$ cat src/adc_consts.svh
// register indices, field positions, reset values and counts of the converter control slice
`ifndef ADC_CONSTS_SVH
`define ADC_CONSTS_SVH

// register indices; the bus byte address is four times the index
`define IDX_RATE 4'h4
`define IDX_REFCTL 4'h5
`define IDX_RESULT 4'h6
`define IDX_STATUS 4'h7
`define IDX_CMD 4'h8

// rate register fields
`define RATE_CODE_LSB 0
`define RATE_FILT_BIT 4
`define RATE_CLK_BIT 6

// reference control register fields
`define REF_SEL_LSB 2
`define REF_NBUF_BIT 4
`define REF_PBUF_BIT 5

// status and command fields
`define STAT_READY_BIT 0
`define STAT_CLK_BIT 1
`define CMD_RESET_BIT 0

// reset values
`define RATE_CODE_RST 4'h4
`define FILT_RST 1'b0
`define CLK_SEL_RST 1'b0
`define REF_SEL_RST 2'h0
`define BUF_OFF_RST 1'b1

// modulator clock is the system clock divided by this
`define MOD_DIV 16
`define MOD_DIV_W 4

// oversampling ratios in modulator clocks, one per rate code
`define OSR_W 17
`define OSR_0 17'd102400
`define OSR_1 17'd51200
`define OSR_2 17'd25600
`define OSR_3 17'd15360
`define OSR_4 17'd12800
`define OSR_5 17'd5120
`define OSR_6 17'd4264
`define OSR_7 17'd2560
`define OSR_8 17'd1280
`define OSR_9 17'd640
`define OSR_10 17'd320
`define OSR_11 17'd256
`define OSR_12 17'd128
`define OSR_13 17'd64
`define RATE_LAST_CODE 4'hD

// bus answers
`define RESP_OKAY 2'h0
`define RESP_SLVERR 2'h2

`endif

$ cat src/adc_filter_pkg.sv
// types shared by the converter control slice
package adc_filter_pkg;
  typedef enum logic {FILT_LOW_LATENCY, FILT_SINC3} filter_t;
  typedef enum logic [1:0] {REF_EXT0, REF_EXT1, REF_INTERNAL, REF_RSVD} ref_src_t;
endpackage

$ cat src/decimator.sv
// decimation filter: boxcar low-latency path and third-order sinc path
`include "adc_consts.svh"
module decimator import adc_filter_pkg::*; #(
  parameter int OSR_W = `OSR_W,
  parameter int ACC_W = 52,
  parameter int DATA_W = 32
) (
  // clock and reset
  input wire logic core_clk,
  input wire logic rstn,
  // control
  input wire logic restart,
  input wire filter_t filt,
  input wire logic [OSR_W-1:0] osr,
  // modulator stream
  input wire logic mod_tick,
  input wire logic mod_bit,
  // result
  output logic [DATA_W-1:0] result,
  output logic result_valid
);

  logic [OSR_W-1:0] cnt_ff;
  logic [OSR_W-1:0] box_ff;
  logic [ACC_W-1:0] i1_ff, i2_ff, i3_ff, d1_ff, d2_ff, d3_ff;
  logic [ACC_W-1:0] nxt_i1, nxt_i2, nxt_i3, c1, c2, c3;
  logic [OSR_W-1:0] nxt_box;
  logic dump;

  assign dump = mod_tick && (cnt_ff == osr - 1'b1);
  assign nxt_box = box_ff + {{(OSR_W-1){1'b0}}, mod_bit};
  assign nxt_i1 = i1_ff + {{(ACC_W-1){1'b0}}, mod_bit};
  assign nxt_i2 = i2_ff + nxt_i1;
  assign nxt_i3 = i3_ff + nxt_i2;
  assign c1 = nxt_i3 - d1_ff;
  assign c2 = c1 - d2_ff;
  assign c3 = c2 - d3_ff;

  ////////////////////////////////////////////////////////////////////////////
  // every result costs exactly osr modulator clocks, whatever the filter
  always_ff @(posedge core_clk or negedge rstn) begin
    if (!rstn) begin
      cnt_ff <= '0;
    end else if (restart) begin
      cnt_ff <= '0;
    end else if (mod_tick) begin
      cnt_ff <= dump ? '0 : cnt_ff + 1'b1;
    end
  end

  // low-latency path: settled after one period since it forgets all history
  always_ff @(posedge core_clk or negedge rstn) begin
    if (!rstn) begin
      box_ff <= '0;
    end else if (restart || dump) begin
      box_ff <= '0;
    end else if (mod_tick) begin
      box_ff <= nxt_box;
    end
  end

  // sinc3 integrators run at the modulator rate, combs at the output rate
  always_ff @(posedge core_clk or negedge rstn) begin
    if (!rstn) begin
      {i1_ff, i2_ff, i3_ff, d1_ff, d2_ff, d3_ff} <= '0;
    end else if (restart) begin
      {i1_ff, i2_ff, i3_ff, d1_ff, d2_ff, d3_ff} <= '0;
    end else if (mod_tick) begin
      i1_ff <= nxt_i1;
      i2_ff <= nxt_i2;
      i3_ff <= nxt_i3;
      if (dump) begin
        d1_ff <= nxt_i3;
        d2_ff <= c1;
        d3_ff <= c2;
      end
    end
  end

  // zero filter bit picks the boxcar path
  always_ff @(posedge core_clk or negedge rstn) begin
    if (!rstn) begin
      result <= '0;
      result_valid <= 1'b0;
    end else begin
      result_valid <= dump && !restart;
      if (dump && !restart) begin
        if (filt == FILT_LOW_LATENCY) begin
          result <= {{(DATA_W-OSR_W){1'b0}}, nxt_box};
        end else begin
          result <= c3[ACC_W-1 -: DATA_W];
        end
      end
    end
  end

  ////////////////////////////////////////////////////////////////////////////
  logic [OSR_W:0] ticks_ff;

  always_ff @(posedge core_clk or negedge rstn) begin
    if (!rstn) begin
      ticks_ff <= '0;
    end else if (restart) begin
      ticks_ff <= '0;
    end else if (result_valid) begin
      ticks_ff <= {{OSR_W{1'b0}}, mod_tick};
    end else if (mod_tick) begin
      ticks_ff <= ticks_ff + 1'b1;
    end
  end
endmodule

$ cat src/adc_clock_filter_rate_select.sv
// converter control slice: register slave, clock choice, modulator clock, rate select
// Functional notes
// - reference selector routes external pair 0, external pair 1 or the internal reference to the converter
// - two reference buffers, positive and negative, each with its own control bit
// - buffer control bits are active low: one disables, zero enables
// - clock-select bit in the rate register picks internal oscillator or external clock
// - after power-up the internal oscillator is the system clock source
// - reset pin or reset command returns the clock source to internal oscillator
// - modulator clock is the system clock divided by sixteen
// - filter-select bit picks sinc3 or low-latency decimation filter
// - filter-select zero picks the low-latency FIR filter
// - each rate code costs the same modulator clocks per result for both filters
// - 4-bit rate code fixes the oversampling ratio, modulator rate over output rate
// - codes 0000 to 0110 give 102400, 51200, 25600, 15360, 12800, 5120, 4264
// - codes 0111 to 1101 give 2560, 1280, 640, 320, 256, 128, 64
// - low-latency filter gives a settled result if input settled before start
// - low-latency at 2.5, 5, 10, 20 SPS rejects both 50 Hz and 60 Hz; the boxcar here notches only 60 Hz at 20 SPS
// - low-latency notch at 50 Hz for 16.6 and 50 SPS, 60 Hz for 60 SPS
// - output rate and notches scale with system clock since ratios count modulator clocks
// - reset selects external pair 0; a two-bit source field can select internal
//
// Local design decisions: the AXI4-Lite slave port and the address map.
`include "adc_consts.svh"
module adc_clock_filter_rate_select import adc_filter_pkg::*; #(
  parameter int AW = 6,
  parameter int DATA_W = 32
) (
  // clock and reset
  input wire logic core_clk,
  input wire logic rstn,
  // register bus write
  input wire logic [AW-1:0] s_axi_awaddr,
  input wire logic s_axi_awvalid,
  output logic s_axi_awready,
  input wire logic [31:0] s_axi_wdata,
  input wire logic [3:0] s_axi_wstrb,
  input wire logic s_axi_wvalid,
  output logic s_axi_wready,
  output logic [1:0] s_axi_bresp,
  output logic s_axi_bvalid,
  input wire logic s_axi_bready,
  // register bus read
  input wire logic [AW-1:0] s_axi_araddr,
  input wire logic s_axi_arvalid,
  output logic s_axi_arready,
  output logic [31:0] s_axi_rdata,
  output logic [1:0] s_axi_rresp,
  output logic s_axi_rvalid,
  input wire logic s_axi_rready,
  // modulator bitstream
  input wire logic mod_bit_in,
  // clock and reference controls
  output logic mod_clk,
  output logic ext_clk_sel,
  output ref_src_t ref_source_sel,
  output logic pos_ref_buffer_off,
  output logic neg_ref_buffer_off,
  // filter settings and results
  output filter_t filter_sel,
  output logic [3:0] rate_code,
  output logic [DATA_W-1:0] result_data,
  output logic result_valid
);

  ////////////////////////////////////////////////////////////////////////////
  // write channel: address and data may arrive in either order
  logic aw_ok_ff, w_ok_ff;
  logic [AW-1:0] aw_addr_ff;
  logic [31:0] w_data_ff;
  logic w_strb0_ff;
  logic aw_take, w_take, do_wr;
  logic [AW-1:0] wr_addr;
  logic [31:0] wr_data;
  logic wr_lane0, wr_rate, wr_ref, wr_cmd, wr_ok;

  assign s_axi_awready = !aw_ok_ff && !s_axi_bvalid;
  assign s_axi_wready = !w_ok_ff && !s_axi_bvalid;
  assign aw_take = s_axi_awvalid && s_axi_awready;
  assign w_take = s_axi_wvalid && s_axi_wready;
  assign do_wr = (aw_ok_ff || aw_take) && (w_ok_ff || w_take);
  assign wr_addr = aw_ok_ff ? aw_addr_ff : s_axi_awaddr;
  assign wr_data = w_ok_ff ? w_data_ff : s_axi_wdata;
  assign wr_lane0 = w_ok_ff ? w_strb0_ff : s_axi_wstrb[0];
  assign wr_rate = do_wr && wr_lane0 && wr_addr[5:2] == `IDX_RATE;
  assign wr_ref = do_wr && wr_lane0 && wr_addr[5:2] == `IDX_REFCTL;
  assign wr_cmd = do_wr && wr_lane0 && wr_addr[5:2] == `IDX_CMD;
  assign wr_ok = wr_addr[5:2] inside {`IDX_RATE, `IDX_REFCTL, `IDX_RESULT, `IDX_STATUS,
                                      `IDX_CMD};

  always_ff @(posedge core_clk or negedge rstn) begin
    if (!rstn) begin
      aw_ok_ff <= 1'b0;
      w_ok_ff <= 1'b0;
      aw_addr_ff <= '0;
      w_data_ff <= 32'h0;
      w_strb0_ff <= 1'b0;
    end else begin
      if (do_wr) begin
        aw_ok_ff <= 1'b0;
        w_ok_ff <= 1'b0;
      end else begin
        if (aw_take) begin
          aw_ok_ff <= 1'b1;
          aw_addr_ff <= s_axi_awaddr;
        end
        if (w_take) begin
          w_ok_ff <= 1'b1;
          w_data_ff <= s_axi_wdata;
          w_strb0_ff <= s_axi_wstrb[0];
        end
      end
    end
  end

  always_ff @(posedge core_clk or negedge rstn) begin
    if (!rstn) begin
      s_axi_bvalid <= 1'b0;
      s_axi_bresp <= `RESP_OKAY;
    end else if (do_wr) begin
      s_axi_bvalid <= 1'b1;
      s_axi_bresp <= wr_ok ? `RESP_OKAY : `RESP_SLVERR;
    end else if (s_axi_bready) begin
      s_axi_bvalid <= 1'b0;
    end
  end

  ////////////////////////////////////////////////////////////////////////////
  // configuration registers; the reset command restores them a cycle after its write
  logic soft_rst_ff;
  logic restart;

  always_ff @(posedge core_clk or negedge rstn) begin
    if (!rstn) begin
      soft_rst_ff <= 1'b0;
    end else begin
      soft_rst_ff <= wr_cmd && wr_data[`CMD_RESET_BIT];
    end
  end

  // clock source falls back to internal on either reset
  always_ff @(posedge core_clk or negedge rstn) begin
    if (!rstn) begin
      ext_clk_sel <= `CLK_SEL_RST;
      filter_sel <= FILT_LOW_LATENCY;
    end else if (soft_rst_ff) begin
      ext_clk_sel <= `CLK_SEL_RST;
      filter_sel <= FILT_LOW_LATENCY;
    end else if (wr_rate) begin
      ext_clk_sel <= wr_data[`RATE_CLK_BIT];
      filter_sel <= filter_t'(wr_data[`RATE_FILT_BIT]);
    end
  end

  // reserved codes would leave the ratio undefined, so such a write keeps the old code
  always_ff @(posedge core_clk or negedge rstn) begin
    if (!rstn) begin
      rate_code <= `RATE_CODE_RST;
    end else if (soft_rst_ff) begin
      rate_code <= `RATE_CODE_RST;
    end else if (wr_rate && wr_data[`RATE_CODE_LSB +: 4] <= `RATE_LAST_CODE) begin
      rate_code <= wr_data[`RATE_CODE_LSB +: 4];
    end
  end

  // buffer bits are disables, stored as written
  always_ff @(posedge core_clk or negedge rstn) begin
    if (!rstn) begin
      ref_source_sel <= ref_src_t'(`REF_SEL_RST);
      pos_ref_buffer_off <= `BUF_OFF_RST;
      neg_ref_buffer_off <= `BUF_OFF_RST;
    end else if (soft_rst_ff) begin
      ref_source_sel <= ref_src_t'(`REF_SEL_RST);
      pos_ref_buffer_off <= `BUF_OFF_RST;
      neg_ref_buffer_off <= `BUF_OFF_RST;
    end else if (wr_ref) begin
      ref_source_sel <= ref_src_t'(wr_data[`REF_SEL_LSB +: 2]);
      pos_ref_buffer_off <= wr_data[`REF_PBUF_BIT];
      neg_ref_buffer_off <= wr_data[`REF_NBUF_BIT];
    end
  end

  ////////////////////////////////////////////////////////////////////////////
  // modulator clock: all ratios count these ticks, so rates track the system clock
  logic [`MOD_DIV_W-1:0] div_ff;
  logic mod_tick;

  always_ff @(posedge core_clk or negedge rstn) begin
    if (!rstn) begin
      div_ff <= '0;
      mod_clk <= 1'b0;
    end else begin
      div_ff <= div_ff + 1'b1;
      mod_clk <= div_ff[`MOD_DIV_W-1];
    end
  end
  assign mod_tick = div_ff == `MOD_DIV_W'(`MOD_DIV - 1);

  // modulator bit comes from the analog side: two flops before use
  logic mod_meta_ff, mod_bit_ff;

  always_ff @(posedge core_clk or negedge rstn) begin
    if (!rstn) begin
      mod_meta_ff <= 1'b0;
      mod_bit_ff <= 1'b0;
    end else begin
      mod_meta_ff <= mod_bit_in;
      mod_bit_ff <= mod_meta_ff;
    end
  end

  // ratio per rate code; the reserved codes can never be stored
  localparam logic [`OSR_W-1:0] OSR_TAB [16] = '{
    `OSR_0, `OSR_1, `OSR_2, `OSR_3, `OSR_4, `OSR_5, `OSR_6,
    `OSR_7, `OSR_8, `OSR_9, `OSR_10, `OSR_11, `OSR_12, `OSR_13, `OSR_0, `OSR_0};

  logic [`OSR_W-1:0] osr;
  assign osr = OSR_TAB[rate_code];
  // a rate register write or the reset command starts a fresh conversion so no result mixes two ratios
  assign restart = wr_rate || soft_rst_ff;

  decimator #(.OSR_W(`OSR_W), .DATA_W(DATA_W)) u_decim (
    .core_clk(core_clk),
    .rstn(rstn),
    .restart(restart),
    .filt(filter_sel),
    .osr(osr),
    .mod_tick(mod_tick),
    .mod_bit(mod_bit_ff),
    .result(result_data),
    .result_valid(result_valid)
  );

  ////////////////////////////////////////////////////////////////////////////
  // read channel; reading the result clears data-ready, a new result in that cycle wins
  logic ready_ff;
  logic ar_take, rd_result;
  logic [31:0] rd_word;
  logic rd_err;

  assign s_axi_arready = !s_axi_rvalid;
  assign ar_take = s_axi_arvalid && s_axi_arready;
  assign rd_result = ar_take && s_axi_araddr[5:2] == `IDX_RESULT;

  always_ff @(posedge core_clk or negedge rstn) begin
    if (!rstn) begin
      ready_ff <= 1'b0;
    end else if (result_valid) begin
      ready_ff <= 1'b1;
    end else if (rd_result || restart) begin
      ready_ff <= 1'b0;
    end
  end

  always_comb begin
    rd_word = 32'h0;
    rd_err = 1'b0;
    unique case (s_axi_araddr[5:2])
      `IDX_RATE: begin
        rd_word[`RATE_CODE_LSB +: 4] = rate_code;
        rd_word[`RATE_FILT_BIT] = filter_sel;
        rd_word[`RATE_CLK_BIT] = ext_clk_sel;
      end
      `IDX_REFCTL: begin
        rd_word[`REF_SEL_LSB +: 2] = ref_source_sel;
        rd_word[`REF_PBUF_BIT] = pos_ref_buffer_off;
        rd_word[`REF_NBUF_BIT] = neg_ref_buffer_off;
      end
      `IDX_RESULT: rd_word[DATA_W-1:0] = result_data;
      `IDX_STATUS: begin
        rd_word[`STAT_READY_BIT] = ready_ff;
        rd_word[`STAT_CLK_BIT] = ext_clk_sel;
      end
      `IDX_CMD: rd_word = 32'h0;
      default: rd_err = 1'b1;
    endcase
  end

  always_ff @(posedge core_clk or negedge rstn) begin
    if (!rstn) begin
      s_axi_rvalid <= 1'b0;
      s_axi_rdata <= 32'h0;
      s_axi_rresp <= `RESP_OKAY;
    end else if (ar_take) begin
      s_axi_rvalid <= 1'b1;
      s_axi_rdata <= rd_word;
      s_axi_rresp <= rd_err ? `RESP_SLVERR : `RESP_OKAY;
    end else if (s_axi_rready) begin
      s_axi_rvalid <= 1'b0;
    end
  end
endmodule

$ cat config.mk
export PLATFORM = sky130hd
export DESIGN_NAME = adc_clock_filter_rate_select
export DESIGN_NICKNAME = d
export VERILOG_FILES = /design/src/adc_filter_pkg.sv /design/src/decimator.sv /design/src/adc_clock_filter_rate_select.sv
export VERILOG_INCLUDE_DIRS = /design/src
export SDC_FILE = /design/constraint.sdc
export NUM_CORES = 1
export LEC_CHECK = 0
export BUFFER_PORTS_ARGS = -buffer_cell sky130_fd_sc_hd__buf_4
export CAP_MARGIN = 20
export CORE_ASPECT_RATIO = 1.1
export CORE_MARGIN = 5
export CORE_UTILIZATION = 30
export DETAILED_ROUTE_END_ITERATION = 10
export GPL_TIMING_DRIVEN = 0
export PLACE_DENSITY_LB_ADDON = 0.12
export SKIP_LAST_GASP = 1
export SYNTH_ARGS = -nofsm -noshare
export SYNTH_HDL_FRONTEND = slang
export SYNTH_SLANG_ARGS = --single-unit
$ cat constraint.sdc
create_clock -name core_clk -period 15.3 [get_ports core_clk]
set_clock_uncertainty 0.05 [all_clocks]
set_input_delay 1.53 -clock core_clk [delete_from_list [all_inputs] [get_ports core_clk]]
set_output_delay 1.53 -clock core_clk [all_outputs]
set_load 0.01 [all_outputs]
==> flow_summary.json <==
{
  "cp-end-kind": "flop",
  "seq_area_frac_synth_pct": 33.6,
  "status": "finished, final reports clean",
  "syn_inst": 4118,
  "cts_buffer_depth": 3,
  "finalCritPeriodShare_pct": 93.4,
  "drt_wl_total_um": 107000,
  "slowest_stage": "o311ai_0",
  "via_count": 28700,
  "slowest_delay_ns": 0.82,
  "nets": 4633,
  "post_cts_buffers": 0,
  "wl_per_cell_um": 18.5,
  "synth_edf_count": 0,
  "cap_violations": 0,
  "grt_max_degree": 105,
  "track_usage_pct": 17.7,
  "cp_max_fo": 9,
  "synth_compound_area_share_pct": 21.3,
  "cts_root_buf": "clkbuf_16",
  "crit_top_cell": "ha_1",
  "muxShareOfSynthArea_pct": 1.11,
  "multi_input_area_um2": 20600,
  "setup_viol": 0,
  "critPathLaunch": "mod_bit_ff",
  "holdPathStages": 0,
  "worst_slew_pin_slew_ns": 1.13,
  "finalSetupTns_ns": 0,
  "gp_congestion": 0.842,
  "grt_pass1_vias": 28700,
  "drt-vias-per-instance": 4.97,
  "dieArea_um2": 118000,
  "portBuffers": 104,
  "async_reset_ff_share_pct": 100,
  "die_height_um": 360,
  "post-route-min-period_ns": 14.29,
  "finalMaxSlewViolations": 0,
  "synth-main-ff-cell": "dfrtp_1",
  "hold_path_startpoint": "mod_meta_ff",
  "worstSkewPairLatency_ns": 0.70,
  "critPathRequiredTime_ns": 15.84,
  "drive_above_1_share_pct": 6.40,
  "synthTopCellsByCount": "nand2_1, a21oi_1, dfrtp_1",
  "synth_top_family_by_area": "compound AO/OA/AOI/OAI gates",
  "yosysMostFrequentCell": "nand2_1",
  "hpwl_um": 83800,
  "ys_warn_count": 0,
  "pre_cts_slack_ns": 0.661,
  "remaining_drc_errors": 0,
  "grt_antenna_before_repair": 3,
  "synth_top_area_cell": "dfrtp_1",
  "io_pins": 141,
  "row_count": 128,
  "yosys.area_share.simple_pct": 19.4,
  "first_iter_violations": 1557,
  "ant_nets": 0,
  "first_pass_iters": 7,
  "gr-total-overflow": 0,
  "reg2reg_slack_ns": 1.01,
  "ff2ff_path_depth": 54,
  "synth-seq-cells": 448,
  "clkTransAtPathRegs_ns": 0.06,
  "antenna_cells": 0,
  "synth_top_area_share_pct": 33.4,
  "clock-sinks": 448,
  "cts_resized": 0,
  "yosys-top-cells-area": "dfrtp_1, ha_1, nand2_1",
  "max_freq_mhz": 70.0,
  "rsz0062_at_grt": "no",
  "nFillCells": 11700,
  "yosysUniqueCellTypes": 83,
  "setup.worst_path.start_class": "flop",
  "fin_ws_ns": 1.01,
  "rr_startpoint": "mod_bit_ff",
  "grt_pass1_wl_um": 168000,
  "fp.dieW_um": 328,
  "worstSetupPathType": "flop to flop",
  "syn_to_final_growth_pct": 14.9,
  "relSlewSlack_pct": 24.3,
  "hold_buffers": 0,
  "core_area_um2": 111000,
  "worstPathArrival_ns": 14.83,
  "synth_xor_area_share_pct": 9.25,
  "initial_utilization_pct": 30.2,
  "netlist_area_um2": 33300,
  "avgSynthCellArea_um2": 8.09,
  "regArea_um2": 11200,
  "numCtsBuffers": 58,
  "htreeDepth": 2,
  "min_path_type": "flop to flop",
  "cts_tree": "yes",
  "hold_violations": 0,
  "synth_fa_ha_area_share_pct": 10.6
}
placed cells by master (no fill, tap or decap), types with 68 or more instances in the layout:
cell type / instances
xnor2_1: 214
a21o_1: 137
o21ai_1: 68
nand2_1: 711
nor2_1: 305
xor2_1: 138
o21ai_0: 140
ha_1: 276
dfrtp_1: 445
buf_4: 107
a21oi_1: 474
inv_1: 229
clkbuf_1: 158
nand3_1: 79
state kept, by name, indices dropped and copies added (netlist names), 32 cells and up:
| name | count |
|---|---|
| u_decim.d1_ff | 52 |
| u_decim.result | 32 |
| u_decim.i2_ff | 52 |
| u_decim.d3_ff | 52 |
| u_decim.d2_ff | 52 |
| u_decim.i3_ff | 52 |
| u_decim.i1_ff | 52 |
| s_axi_rdata | 32 |
cells by family after synthesis:
family | Yosys count
AOI/OAI and AO/OA | 1154
other | 1
adders and majority gates | 280
DFF | 448
xor gates and xnor gates | 352
and+or+nand+nor | 1443
muxes | 35
buffers and inverters | 405
area by class of cell:
cell class	count	share of cell area [%]
buffer	175	1.81
sequential	448	29.3
multi-input combinational	3266	53.7
clock inverter	26	1.04
inverter	230	2.25
timing repair buffer	118	2.73
clock buffer	83	4.48
tap	1430	4.67
metal layers:
layer	up-vias	global-route usage, %	part of all wire, %
met3	122	2.14	2.9
met4	0	3.72	2.1
met5	-	0	0
met2	386	31.8	49
met1	13500	23.0	46
li1	14700	-	-
critical path, delay by kind of cell, from the launching register on:
family / cells / cell delay, ns
XOR/XNOR: 6 / 1.30
adder cells (fa/ha/maj): 6 / 2.32
buffers and inverters: 1 / 0.15
flip-flops: 1 / 0.60
AND/OR/NAND/NOR: 17 / 3.14
AO/OA/AOI/OAI: 24 / 6.63
per-stage QoR:
stage	hold WS, ns	instance area (µm²)	util, %	instances
after CTS	0.299	38300	34.6	5775
final	0.298	38300	34.7	5776
after global placement	0.287	35900	32.5	5653
after floorplan	0.281	33300	-	4119
after detailed placement	0.286	36200	32.7	5666
after global routing	0.303	38300	34.7	5776
final timing paths:
path / endpoint
worst max-delay path: u_decim.result[31]
worst min-delay path: mod_bit_ff
worst max register to register: u_decim.result[31]
worst min register to register: mod_bit_ff
max in group asynchronous: ref_source_sel[1]
min in group asynchronous: u_decim.d2_ff[0]
Power is left out: the tool's default activity adds up to more than one toggle a clock period on the data nets, which glitch-free logic cannot reach.
